## src/rtl/cmx_pkg.sv

```systemverilog
// Constants, types and helpers shared by the compat-mode trap unit.
// Assumes a 32-bit classic Wishbone register bus, byte addressed.
package cmx_pkg;

	// ----------------------------------------------------------------
	// Register map
	// ----------------------------------------------------------------
	localparam logic [7:0] ADR_CTRL  = 8'h00;
	localparam logic [7:0] ADR_FLAGS = 8'h04;
	localparam logic [7:0] ADR_STAT  = 8'h08;
	localparam logic [7:0] ADR_MASK  = 8'h0c;
	localparam logic [7:0] ADR_IOBM  = 8'h40;
	localparam int         IOBM_WORDS = 8;

	// ----------------------------------------------------------------
	// Field positions and reset values
	// ----------------------------------------------------------------
	localparam int CTRL_VME_BIT  = 0;
	localparam int FLAGS_VM_BIT  = 17;
	localparam int FLAGS_IO_PRIVILEGE_LEVEL_LO = 12;
	localparam int FLAGS_CPL_LO  = 0;
	localparam int ST_GP         = 0;
	localparam int ST_PF         = 1;
	localparam int ST_EXIT       = 2;
	localparam int ST_PIN        = 3;
	localparam int ST_W          = 4;
	localparam logic [ST_W-1:0] RST_MASK = 4'h0;
	localparam logic [1:0] IO_PRIVILEGE_LEVEL_MAX   = 2'h3;
	localparam logic [1:0] CPL_COMPAT = 2'h3;
	localparam logic [1:0] CPL_REAL   = 2'h0;
	localparam logic [7:0] VEC_GP     = 8'h0d;
	localparam logic [7:0] VEC_PF     = 8'h0e;

	// ----------------------------------------------------------------
	// Types
	// ----------------------------------------------------------------
	typedef enum logic [3:0] {
		OP_NONE      = 4'h0,
		OP_IF_CLEAR  = 4'h1,
		OP_IF_SET    = 4'h2,
		OP_FLAGS_PSH = 4'h3,
		OP_FLAGS_POP = 4'h4,
		OP_SOFT_INT  = 4'h5,
		OP_INT_RET   = 4'h6,
		OP_HALT      = 4'h7,
		OP_PORT      = 4'h8,
		OP_PORT_STR  = 4'h9,
		OP_MEM       = 4'ha
	} cmx_op_t;

	typedef enum logic [2:0] {
		MD_REAL   = 3'h1,
		MD_PROT   = 3'h2,
		MD_COMPAT = 3'h4
	} cmx_mode_t;

	// Byte-lane merge for Wishbone writes
	function automatic logic [31:0] cmx_be_merge(
		input logic [31:0] old_v,
		input logic [31:0] new_v,
		input logic [3:0]  sel
	);
		logic [31:0] m;
		m = {{8{sel[3]}}, {8{sel[2]}}, {8{sel[1]}}, {8{sel[0]}}};
		return (old_v & ~m) | (new_v & m);
	endfunction : cmx_be_merge

endpackage : cmx_pkg

```

## src/rtl/cmx_iobm.sv

```systemverilog
// Per-task port permission bitmap held in flip-flops.
// Assumes the loader writes it over the register bus at task switch.
`timescale 1ns/100ps
`default_nettype none
module cmx_iobm #(
	parameter int PORTS = 256
) (
	input  wire logic        clk_sys,
	input  wire logic        rst_b,
	input  wire logic        wr_en,
	input  wire logic [2:0]  wr_idx,
	input  wire logic [31:0] wr_data,
	input  wire logic [3:0]  wr_sel,
	input  wire logic [2:0]  rd_idx,
	output logic      [31:0] rd_data,
	input  wire logic [15:0] port,
	output logic             trap
);
	localparam int WORDS = PORTS / 32;

	logic [31:0] map_reg [WORDS];
	wire  [15:0] word_sel = port >> 5;
	wire         in_range = port < 16'(PORTS);

	// Ports beyond the stored map always trap, as an absent map would
	assign trap    = in_range ? map_reg[word_sel[2:0]][port[4:0]] : 1'b1;
	assign rd_data = map_reg[rd_idx];

	always_ff @(posedge clk_sys or negedge rst_b)
	begin
		if (!rst_b)
		begin
			for (int i = 0; i < WORDS; i++)
				map_reg[i] <= 32'h0000_0000;
		end
		else if (wr_en)
			map_reg[wr_idx] <= cmx_pkg::cmx_be_merge(map_reg[wr_idx],
				wr_data, wr_sel);
	end
endmodule : cmx_iobm
`default_nettype wire

```

## src/rtl/cmx_trap.sv

```systemverilog
// Mode control and instruction trap decisions for compat mode.
// Assumes the core offers one decoded operation per cycle and stalls
// until the registered verdict (exec, redirect or trap) comes back.
//
// The register offsets and register access over Wishbone were decided locally.
`timescale 1ns/100ps
`default_nettype none

// Functional notes
// [RL1] The core runs in compat mode exactly while the compat flag is set.
// [RL2] Compat mode is left only by servicing an interrupt or exception; the code also leaves it on a reset or init pin event.
// [RL3] A suspending hardware interrupt enters protected mode for a switch.
// [RL4] A task switch loads the flags, whose compat flag picks the mode.
// [RL5] Exceptions and owned interrupts go to protected mode; return may resume.
// [RL6] Without the extension a software interrupt leaves via a GP fault; at I/O privilege 3 the code leaves through op_soft_vec.
// [RL7] With the extension set, software interrupts are redirected in place; the code redirects only at I/O privilege 3, below it raises GP.
// [RL8] Reset or init pin in compat mode leaves it for real-address mode.
// [RL9] The halt instruction in compat mode raises a GP fault.
// [RL10] Flag clear/set, flag push/pop, soft interrupt and return are sensitive.
// [RL11] Port instructions in compat mode skip the I/O privilege check.
// [RL12] The current privilege level reads 3 throughout compat mode.
// [RL13] With I/O privilege below 3 a sensitive instruction raises GP.
// [RL14] Compat-mode port accesses always consult the permission bitmap.
// [RL15] A compat-mode access to a not-present page raises an exception.
// [RL16] A GP fault is raised before the faulting instruction changes state.
module cmx_trap #(
	parameter int PORTS = 256
) (
	input  wire logic             clk_sys,
	input  wire logic             rst_b,
	input  wire logic [7:0]       wb_adr_i,
	input  wire logic [31:0]      wb_dat_i,
	output logic      [31:0]      wb_dat_o,
	input  wire logic             wb_we_i,
	input  wire logic [3:0]       wb_sel_i,
	input  wire logic             wb_stb_i,
	input  wire logic             wb_cyc_i,
	output logic                  wb_ack_o,
	input  wire logic             op_valid,
	input  wire cmx_pkg::cmx_op_t op_code,
	input  wire logic [15:0]      op_port,
	input  wire logic             op_page_present,
	input  wire logic [7:0]       op_soft_vec,
	input  wire logic [1:0]       prot_cpl,
	input  wire logic             ev_valid,
	input  wire logic [7:0]       ev_vec,
	input  wire logic             tsw_valid,
	input  wire logic             tsw_vm,
	input  wire logic [1:0]       tsw_io_privilege_level,
	input  wire logic             ret_valid,
	input  wire logic             ret_vm,
	input  wire logic [1:0]       ret_io_privilege_level,
	input  wire logic             prot_enter,
	input  wire logic             pin_reset,
	input  wire logic             pin_init,
	output logic                  op_exec,
	output logic                  op_redirect,
	output logic                  trap_valid,
	output logic      [7:0]       trap_vec,
	output logic                  compat_mode_flag,
	output logic      [1:0]       io_privilege_level,
	output logic      [1:0]       current_privilege_level,
	output logic                  irq
);
	// ----------------------------------------------------------------
	// Pin synchronisers (reset, init)
	// ----------------------------------------------------------------
	logic [1:0] pin_s1_reg, pin_s2_reg, pin_s3_reg, pin_lvl_reg;
	wire  [1:0] pin_agree = ~(pin_s2_reg ^ pin_s3_reg);
	wire  [1:0] pin_rise  = pin_agree & pin_s3_reg & ~pin_lvl_reg;
	wire        pin_evt   = |pin_rise;

	always_ff @(posedge clk_sys or negedge rst_b)
	begin
		if (!rst_b)
		begin
			pin_s1_reg  <= 2'h0;
			pin_s2_reg  <= 2'h0;
			pin_s3_reg  <= 2'h0;
			pin_lvl_reg <= 2'h0;
		end
		else
		begin
			pin_s1_reg  <= {pin_init, pin_reset};
			pin_s2_reg  <= pin_s1_reg;
			pin_s3_reg  <= pin_s2_reg;
			pin_lvl_reg <= (pin_lvl_reg & ~pin_agree) | (pin_s3_reg & pin_agree);
		end
	end

	// ----------------------------------------------------------------
	// Decode of the offered operation
	// ----------------------------------------------------------------
	cmx_pkg::cmx_mode_t mode_reg, mode_next;
	logic [1:0]         io_privilege_level_reg, io_privilege_level_next;
	logic               vme_reg;
	logic               bm_trap;

	wire in_compat = (mode_reg == cmx_pkg::MD_COMPAT);
	wire op_take   = op_valid & ~ev_valid & ~pin_evt;
	wire io_privilege_level_low  = io_privilege_level_reg < cmx_pkg::IO_PRIVILEGE_LEVEL_MAX;
	wire op_sens   = (op_code == cmx_pkg::OP_IF_CLEAR)
	              | (op_code == cmx_pkg::OP_IF_SET)
	              | (op_code == cmx_pkg::OP_FLAGS_PSH)
	              | (op_code == cmx_pkg::OP_FLAGS_POP)
	              | (op_code == cmx_pkg::OP_SOFT_INT)
	              | (op_code == cmx_pkg::OP_INT_RET);          // see [RL10]
	wire op_is_port = (op_code == cmx_pkg::OP_PORT)
	               | (op_code == cmx_pkg::OP_PORT_STR);
	wire op_soft   = (op_code == cmx_pkg::OP_SOFT_INT);
	wire [1:0] cpl_now = in_compat ? cmx_pkg::CPL_COMPAT :      // see [RL12]
	                     (mode_reg == cmx_pkg::MD_PROT) ? prot_cpl :
	                     cmx_pkg::CPL_REAL;
	// Privilege lets a port through only outside compat mode
	wire io_free   = ~in_compat & (cpl_now <= io_privilege_level_reg);      // see [RL11]
	wire gp_port   = op_is_port & ~io_free & bm_trap;           // see [RL14]
	wire gp_sens   = in_compat & op_sens & io_privilege_level_low;            // see [RL13]
	wire gp_halt   = in_compat & (op_code == cmx_pkg::OP_HALT); // see [RL9]
	wire pf_mem    = (op_code == cmx_pkg::OP_MEM) & ~op_page_present; // see [RL15]
	wire soft_redir = in_compat & op_soft & ~io_privilege_level_low & vme_reg;  // see [RL7]
	wire soft_exit  = in_compat & op_soft & ~io_privilege_level_low & ~vme_reg; // see [RL6]
	wire gp_any    = gp_sens | gp_halt | gp_port;
	wire op_fault  = gp_any | pf_mem;
	wire op_leaves = op_take & (op_fault | soft_exit);
	// Faults suppress execution, so no state is touched first
	wire exec_next = op_take & ~op_fault & ~soft_redir & ~soft_exit; // see [RL16]
	wire [7:0] op_vec = gp_any ? cmx_pkg::VEC_GP :
	                    pf_mem ? cmx_pkg::VEC_PF : op_soft_vec;

	// ----------------------------------------------------------------
	// Mode control
	// ----------------------------------------------------------------
	always_comb
	begin
		mode_next = mode_reg;
		io_privilege_level_next = io_privilege_level_reg;
		case (mode_reg)
			cmx_pkg::MD_REAL:
			begin
				if (prot_enter)
					mode_next = cmx_pkg::MD_PROT;
			end
			cmx_pkg::MD_PROT:
			begin
				if (tsw_valid)
				begin
					mode_next = tsw_vm ? cmx_pkg::MD_COMPAT : cmx_pkg::MD_PROT; // see [RL4]
					io_privilege_level_next = tsw_io_privilege_level;
				end
				else if (ret_valid)
				begin
					mode_next = ret_vm ? cmx_pkg::MD_COMPAT : cmx_pkg::MD_PROT; // see [RL5]
					io_privilege_level_next = ret_io_privilege_level;
				end
			end
			cmx_pkg::MD_COMPAT:
			begin
				// Only an interrupt, exception, fault or a reset/init pin event takes the core out
				if (ev_valid || op_leaves)                       // see [RL2]
					mode_next = cmx_pkg::MD_PROT;                // see [RL3]
			end
			default:
				mode_next = cmx_pkg::MD_REAL;
		endcase
		if (pin_evt)
		begin
			mode_next = cmx_pkg::MD_REAL;                        // see [RL8]
			io_privilege_level_next = 2'h0;
		end
	end

	always_ff @(posedge clk_sys or negedge rst_b)
	begin
		if (!rst_b)
		begin
			mode_reg <= cmx_pkg::MD_REAL;
			io_privilege_level_reg <= 2'h0;
		end
		else
		begin
			mode_reg <= mode_next;
			io_privilege_level_reg <= io_privilege_level_next;
		end
	end

	// ----------------------------------------------------------------
	// Verdict outputs
	// ----------------------------------------------------------------
	always_ff @(posedge clk_sys or negedge rst_b)
	begin
		if (!rst_b)
		begin
			op_exec     <= 1'b0;
			op_redirect <= 1'b0;
			trap_valid  <= 1'b0;
			trap_vec    <= 8'h00;
		end
		else
		begin
			op_exec     <= exec_next;
			op_redirect <= op_take & soft_redir;
			trap_valid  <= ~pin_evt & (ev_valid | op_leaves);
			trap_vec    <= ev_valid ? ev_vec : op_vec;
		end
	end

	assign compat_mode_flag   = in_compat;                     // see [RL1]
	assign io_privilege_level = io_privilege_level_reg;

	always_ff @(posedge clk_sys or negedge rst_b)
	begin
		if (!rst_b)
			current_privilege_level <= cmx_pkg::CPL_REAL;
		else
			current_privilege_level <= (mode_next == cmx_pkg::MD_COMPAT) ?
				cmx_pkg::CPL_COMPAT : (mode_next == cmx_pkg::MD_PROT) ?
				prot_cpl : cmx_pkg::CPL_REAL;                    // see [RL12]
	end

	// ----------------------------------------------------------------
	// Wishbone slave and event status
	// ----------------------------------------------------------------
	logic [cmx_pkg::ST_W-1:0] stat_reg, mask_reg;
	logic [31:0]              bm_rd;

	wire req     = wb_cyc_i & wb_stb_i & ~wb_ack_o;
	wire wr      = req & wb_we_i;
	wire hit_bm  = (wb_adr_i[7:5] == cmx_pkg::ADR_IOBM[7:5]);
	wire wr_ctrl = wr & (wb_adr_i == cmx_pkg::ADR_CTRL);
	wire wr_stat = wr & (wb_adr_i == cmx_pkg::ADR_STAT) & wb_sel_i[0];
	wire wr_mask = wr & (wb_adr_i == cmx_pkg::ADR_MASK);
	wire [cmx_pkg::ST_W-1:0] st_set;
	assign st_set[cmx_pkg::ST_GP]   = op_take & gp_any & ~pin_evt;
	assign st_set[cmx_pkg::ST_PF]   = op_take & pf_mem & ~pin_evt;
	assign st_set[cmx_pkg::ST_EXIT] = in_compat & (mode_next != cmx_pkg::MD_COMPAT);
	assign st_set[cmx_pkg::ST_PIN]  = pin_evt;
	wire [31:0] flags_rd = (32'(in_compat) << cmx_pkg::FLAGS_VM_BIT)
	                     | (32'(io_privilege_level_reg) << cmx_pkg::FLAGS_IO_PRIVILEGE_LEVEL_LO)
	                     | (32'(current_privilege_level) << cmx_pkg::FLAGS_CPL_LO);
	wire [31:0] rd_mux =
		(wb_adr_i == cmx_pkg::ADR_CTRL)  ? 32'(vme_reg) :
		(wb_adr_i == cmx_pkg::ADR_FLAGS) ? flags_rd :
		(wb_adr_i == cmx_pkg::ADR_STAT)  ? 32'(stat_reg) :
		(wb_adr_i == cmx_pkg::ADR_MASK)  ? 32'(mask_reg) :
		hit_bm                           ? bm_rd : 32'h0000_0000;
	wire [31:0] mask_wr = cmx_pkg::cmx_be_merge(32'(mask_reg), wb_dat_i,
		wb_sel_i);

	cmx_iobm #(
		.PORTS   (PORTS)
	) u_iobm (
		.clk_sys (clk_sys),
		.rst_b   (rst_b),
		.wr_en   (wr & hit_bm),
		.wr_idx  (wb_adr_i[4:2]),
		.wr_data (wb_dat_i),
		.wr_sel  (wb_sel_i),
		.rd_idx  (wb_adr_i[4:2]),
		.rd_data (bm_rd),
		.port    (op_port),
		.trap    (bm_trap)
	);

	always_ff @(posedge clk_sys or negedge rst_b)
	begin
		if (!rst_b)
		begin
			wb_ack_o <= 1'b0;
			wb_dat_o <= 32'h0000_0000;
			vme_reg  <= 1'b0;
			mask_reg <= cmx_pkg::RST_MASK;
			stat_reg <= '0;
		end
		else
		begin
			wb_ack_o <= req;
			if (req)
				wb_dat_o <= rd_mux;
			if (wr_ctrl && wb_sel_i[0])
				vme_reg <= wb_dat_i[cmx_pkg::CTRL_VME_BIT];
			if (wr_mask)
				mask_reg <= mask_wr[cmx_pkg::ST_W-1:0];
			// New events win over a clear in the same cycle
			stat_reg <= (stat_reg & ~(wr_stat ? wb_dat_i[cmx_pkg::ST_W-1:0] :
				'0)) | st_set;
		end
	end

	assign irq = |(stat_reg & mask_reg);
endmodule : cmx_trap
`default_nettype wire

```

## config.mk

```make
export PLATFORM = sky130hd
export DESIGN_NAME = cmx_trap
export DESIGN_NICKNAME = d
export VERILOG_FILES = /design/src/rtl/cmx_pkg.sv /design/src/rtl/cmx_iobm.sv /design/src/rtl/cmx_trap.sv
export SDC_FILE = /design/constraint.sdc
export NUM_CORES = 1
export LEC_CHECK = 0
export BUFFER_PORTS_ARGS = -buffer_cell sky130_fd_sc_hd__buf_2
export CORE_ASPECT_RATIO = 1.75
export CORE_UTILIZATION = 41
export DETAILED_ROUTE_END_ITERATION = 8
export GPL_ROUTABILITY_DRIVEN = 1
export GPL_TIMING_DRIVEN = 0
export SYNTH_ARGS = -nofsm -noshare
export SYNTH_HDL_FRONTEND = slang
export SYNTH_HIERARCHICAL = 1
export SYNTH_SLANG_ARGS = --single-unit
```

## constraint.sdc

```tcl
create_clock -name clk_sys -period 3.1 [get_ports clk_sys]
set_input_delay 0.62 -clock clk_sys [delete_from_list [all_inputs] [get_ports clk_sys]]
set_output_delay 0.62 -clock clk_sys [all_outputs]
set_load 0.01 [all_outputs]
```

Word level (Yosys, flattened, before mapping)

Cells that the tools add are included.

Register bits after elaboration: 324
Output and inout port bits: 50
Bits of input ports: 101
Word-level logic and storage cells: 173

Equality and inequality tests: 20
Reduce and logical (&&, ||, !) cells: 9
Bitwise logic cells: 76
Muxes and demuxes: 37
Magnitude comparators: 7

Operators with widths:

| operator            | count |
|---|---|
| $mux 32             | 10 |
| $bwmux 256          | 1 |
| $bmux 32 s3         | 2 |
| $demux 32 s3        | 1 |
| $and 32x32->32      | 2 |
| $and 1x1->1         | 32 |
| $not 32->32         | 1 |
| $or 32x32->32       | 1 |
| $mux 8              | 3 |
| $mux 3              | 7 |
| $or 18x14->18       | 1 |
| $or 18x2->18        | 1 |
| $eq 4x3->1 const B  | 4 |
| $eq 8x4->1 const B  | 2 |
| $lt 16x9->1 const B | 1 |
| $mux 2              | 8 |
| $and 4x4->4         | 3 |
| $eq 4x4->1 const B  | 3 |
| $not 1->1           | 11 |
| $or 1x1->1          | 11 |
| $eq 3x2->1 const B  | 3 |
| $pmux 3 s3          | 1 |
| $eq 4x2->1 const B  | 2 |
| $eq 8x3->1 const B  | 1 |
| 27 further kinds    | 37 |

Depth between registers and ports, before layout

Word-level depth: 20
Mapped depth: 15
Mapped depth without buffers: 12

Cells and area by module

Netlist, hierarchy kept.

Modules (own cells, without submodules):

| module   | area an instance (um2) | instances | seq. area each (um2) | cells each |
|---|---|---|---|---|
| cmx_iobm | 15263.4                | 1         | 6406.1               | 1353 |
| cmx_trap | 3088.0                 | 1         | 1702.9               | 278 |

Least setup slack after synthesis

OpenSTA, ideal clock, no wires.

Kind: input -> register
Start point: input port op_port[5]
End point: register stat_reg[2] in the netlist's numbering
Required time: 2.974 ns
Arrival: 3.352 ns
Stages on the path: 14
Path slack: -0.378 ns
Buffers on the path: 3
Cells stage by stage: buf_2 buf_4 buf_4 mux2i_1 o21ai_0 a2111oi_0 nor2_1 a311oi_1 o21ai_1 nor4bb_1 a41oi_1 a22oi_4 or2_4 a311o_1

Word-level cells in the longest chain between the ends: 19
Elaborated cells between the ends (all ways): 20
Those cells by class: order compare (1); eq/ne (1); mux (9); bitwise (8); reduce/logical (1)

RTL lines:

| what                                        | RTL line        | RTL |
|---|---|---|
| from (decl)                                 | cmx_trap.sv:41  | `input wire logic [15:0] op_port,` |
| $not 3->4 (not written as such)             | cmx_iobm.sv:26  | `assign trap = in_range ? map_reg[word_sel[2:0]][port[4:0]] : 1'b1;` |
| $bmux 32 s3                                 | cmx_iobm.sv:26  |  |
| $mux 32 (not written as such) (2 in series) | cmx_iobm.sv:26  |  |
| $bmux 1 s5                                  | cmx_iobm.sv:26  |  |
| $mux 1 (not written as such)                | cmx_iobm.sv:26  |  |
| $mux 1 (*)                                  | cmx_iobm.sv:26  |  |
| net bm_trap                                 | cmx_trap.sv:97  | `logic bm_trap;` |
| $and 1x1->1 (*)                             | cmx_trap.sv:116 | `wire gp_port = op_is_port & ~io_free & bm_trap;` |
| [... 3 more ...]                            | --              |  |
| $and 1x1->1 (*)                             | cmx_trap.sv:124 | `wire op_leaves = op_take & (op_fault \| soft_exit);` |
| $logic_or 1x1->1 (*)                        | cmx_trap.sv:159 | `if (ev_valid \|\| op_leaves)` |
| $mux 3 (*)                                  | cmx_trap.sv:159 |  |
| $pmux 3 s3 (*)                              | cmx_trap.sv:137 | `case (mode_reg)` |
| $mux 3 (*)                                  | cmx_trap.sv:165 | `if (pin_evt)` |
| $ne 3x3->1 (*)                              | cmx_trap.sv:235 | `assign st_set[cmx_pkg::ST_EXIT] = in_compat & (mode_next != cmx_pkg::MD_COMPAT);` |
| $and 1x1->1 (*)                             | cmx_trap.sv:235 |  |
| $or 4x4->4 (*)                              | cmx_trap.sv:285 | `'0)) \| st_set;` |
| to (signal assigned)                        | cmx_trap.sv:284 | `stat_reg <= (stat_reg & ~(wr_stat ? wb_dat_i[cmx_pkg::ST_W-1:0] :` |
| to (decl)                                   | cmx_trap.sv:223 | `logic [cmx_pkg::ST_W-1:0] stat_reg, mask_reg;` |

Mark *: on every way through the listed nets, which the timed path passes. The rest lies on a longest branch. The select of a mux whose other input is x is not followed.
A chain may end at the register's enable or synchronous reset.

Worst setup path after layout

Start point: input port op_port[6]
End point: register stat_reg[2] in the netlist's numbering

Same word-level chain as after synthesis.

==> results by group <==
Critical path
  • Critical Path Source Type: input pin
  • Reg2Reg Depth: 12
  • Required time of the worst setup path: 3.52 ns
  • FF-to-FF Start: u_iobm/map_reg[131]$_DFFE_PN0P_
  • Critical path data arrival time: 3.73 ns
  • Crit path kind: input pin to register
  • CP Max Fanout: 10
  • R2r setup slk: -0.16 ns
  • Crit end category: register
  • R2r endpoint: stat_reg[2]$_DFF_PN0_

Detailed routing
  • Post-route DRC: 0
  • Final antenna-violating net count: 0
  • Routed via count: 15.7k
  • Iter 0 DRT Violations: 1666
  • Via/cell ratio: 6.46
  • First-pass iteration count of the detailed router: 5
  • Drt wl/cell: 28.8 um
  • Post-Route WL: 70.1 mm

Synth
  • Distinct cells, synth: 64
  • Syn Nets: 1736
  • EDFF count, synth: 0
  • #FFs+latches synth: 324
  • Sequential-to-total area share from yosys stat: 0.442
  • Synth Cell Area: 0.0184 mm2
  • Synth warn: 6
  • Synthesized instance count: 1631
  • Dominant synthesized flop cell: dfrtp_1
  • Ys async rst share: 1.00
  • Average size of a mapped cell: 11.3 um2

Placed design
  • Buffers on Ports: 142
  • Placed Instances: 2347
  • Detail Placement HPWL: 49.0 mm
  • Routability Congestion: 0.923

CTS
  • Clock sink count: 324
  • Hold_buf cts: 0
  • Reg clk slew, reported paths: 0.06 ns
  • Clock buffer count from CTS: 36
  • Clk_lat worst skew: 0.56 ns
  • Longest Clk Path Bufs: 3
  • CTS tree: yes
  • Root buffer cell: clkbuf_16
  • H-tree depth: 2

Power
  • Net Switching: 0.00274 W
  • P_leak: 9.18 nW
  • Power, Total: 0.0101 W
  • Sequential power share: 0.444
  • Clock share of power: 0.430
  • Switching part of the total power: 0.270
  • Comb pwr share: 0.126
  • Max IR drop VDD: 0.355 mV
  • Power Dens Cells: 468 mW/mm2
  • Int Power: 0.00739 W

Timing
  • Final setup vio count: 16
  • Fin crit share: 1.07
  • Post-route setup TNS: -1.53 ns
  • Setup ws final: -0.207 ns
  • RSZ-0062 raised after global routing: yes
  • Rel. slew slack: 0.272
  • Fin crit period: 3.31 ns
  • Achievable frequency: 0.302 GHz
  • Slew @ Worst Pin: 1.09 ns
  • Max Clock Skew: 0.0285 ns
  • Slew Limit Fails: 0
  • Final Hold Viols: 0

Floorplanning
  • Row count: 102
  • Die height: 282 um
  • Die Area: 0.0456 mm2
  • Die X: 162 um
  • CORE AREA: 0.0442 mm2
  • Ports: 151
  • Initial Utilization: 0.416

Global routing
  • First-pass GRT wire length: 103 mm
  • Largest net degree at the start of global routing: 118
  • Antenna violations before repair: 0
  • GR Util All Layers: 0.312
  • Grt ovf: 0
  • Vias in the first global route: 16.4k

Outcome
  • Status: complete, but fails checks
  • Failing checks: negative setup slack

Worst hold path
  • Worst min path class: input pin to async pin

Finish
  • Non-Filler Instances: 2433
  • Share of cells above drive strength 1: 0.312
  • Nets: 1939
  • Max FFs per register: 256
  • Area Overhead vs Synth: 18.0%
  • ANT cells: 0

Job
  • Max-capacitance violation count: 0
## cells in the mapped netlist, types with 15 or more instances
| library cell | n | area, um2 |
|---|---|---|
| a22o_1 | 34 | 298 |
| clkbuf_1 | 80 | 300 |
| a21oi_2 | 19 | 166 |
| mux2_2 | 40 | 450 |
| nand3_1 | 16 | 80.1 |
| mux4_2 | 179 | 4030 |
| buf_2 | 28 | 140 |
| mux2i_1 | 66 | 661 |
| buf_1 | 15 | 56.3 |
| dfrtp_1 | 323 | 8080 |
| nor2_1 | 64 | 240 |
| o21ai_0 | 19 | 95.1 |
| nand2_1 | 308 | 1160 |
| o21ai_1 | 258 | 1290 |
| a21oi_1 | 27 | 135 |
## cell usage in the layout (no fill, tap or decap), drive strengths merged, types with 3 or more instances in the layout
master	instances
dfrtp	323
nand2	308
o21ai	277
buf	221
mux4	179
clkbuf	135
mux2i	66
nor2	64
a21oi	46
mux2	40
a22o	34
inv	16
nand3	16
nor4	14
a22oi	11
o22ai	10
nor2b	8
a211oi	7
a31oi	6
nor3	6
nand2b	5
and3	5
nand3b	4
o221ai	4
ha	4
a21o	4
clkinv	4
o31ai	4
nand4	3
and2	3
or3	3
## how the worst max path moves through the flow
| stage | end | slack, ns | start | depth (start not counted) |
|---|---|---|---|---|
| finish | stat_reg[2]$_DFF_PN0_ | -0.21 | op_port[6] | 13 |
| global route | stat_reg[2]$_DFF_PN0_ | -0.19 | u_iobm/map_reg[226]$_DFFE_PN0P_ | 12 |
| detailed placement | u_iobm/map_reg[36]$_DFFE_PN0P_ | -1.41 | wb_adr_i[5] | 13 |
| floorplan | stat_reg[2]$_DFF_PN0_ | -0.11 | op_port[5] | 13 |
| CTS | stat_reg[2]$_DFF_PN0_ | -0.11 | u_iobm/map_reg[141]$_DFFE_PN0P_ | 12 |
| global placement | u_iobm/map_reg[148]$_DFFE_PN0P_ | -4.91 | rst_b | 1 |
## cell type report
cell class / instances / area (um2)
sequential: 324 / 8110
multi-input combinational: 1159 / 9850
buffer: 131 / 762
inverter: 15 / 61.3
fill: 4122 / 22500
clock buffer: 58 / 1100
tap: 572 / 716
timing repair buffer: 167 / 972
clock inverter: 7 / 70.1
## power by group through the flow
stage,Clock [W],Sequential (W),Combinational [W]
finish,0.00436,0.00450,0.00127
global route,0.00456,0.00451,0.00135
CTS,0.00440,0.00449,0.00123
detailed placement,0,0.00457,0.00120
global placement,0,0.00456,0.00117
floorplan,0,0.00454,0.000699
## cells by family after synthesis
logic type	count (synthesis)	synth area share
muxes	285	0.280
xor gates and xnor gates	1	0.000477
and+or+nand+nor	449	0.105
adders and majority gates	4	0.00273
DFF	324	0.442
buffers and inverters	148	0.0346
AOI/OAI and AO/OA	420	0.135
## worst max-delay path: stages
cell	delay, ns
clkbuf_4	0.29
buf_4	0.34
mux2i_1	0.32
o21ai_0	0.11
nor4_1	0.30
o21ai_1	0.20
a311oi_1	0.30
o21ai_2	0.12
nor4bb_4	0.18
o211ai_1	0.17
a22oi_4	0.16
or2_4	0.28
a311o_1	0.29
## repair_timing
item,CTS,global route
pin swaps,13,13
resized for setup,66,58
setup endpoints to repair,272,205
setup buffers,8,15
## per-layer routing
metal	global-route usage	routed length, um	vias to the layer above
met3	0.0525	5650	344
met1	0.344	23500	7862
li1	-	-	6489
met4	0.244	6010	0
met5	0	0	-
met2	0.535	35000	1023
## metrics by stage
| step | instance area (um2) | worst slack (ns) | hold slack [ns] | util |
|---|---|---|---|---|
| floorplan | 18400 | -0.109 | 0.324 | - |
| global placement | 19900 | -4.91 | 0.343 | 0.450 |
| detailed placement | 19900 | -1.41 | 0.346 | 0.451 |
| CTS | 21400 | -0.105 | 0.138 | 0.484 |
| global route | 21600 | -0.189 | 0.164 | 0.490 |
| finish | 21600 | -0.207 | 0.0796 | 0.490 |
No activity file was read; power rests on OpenSTA's default activity.
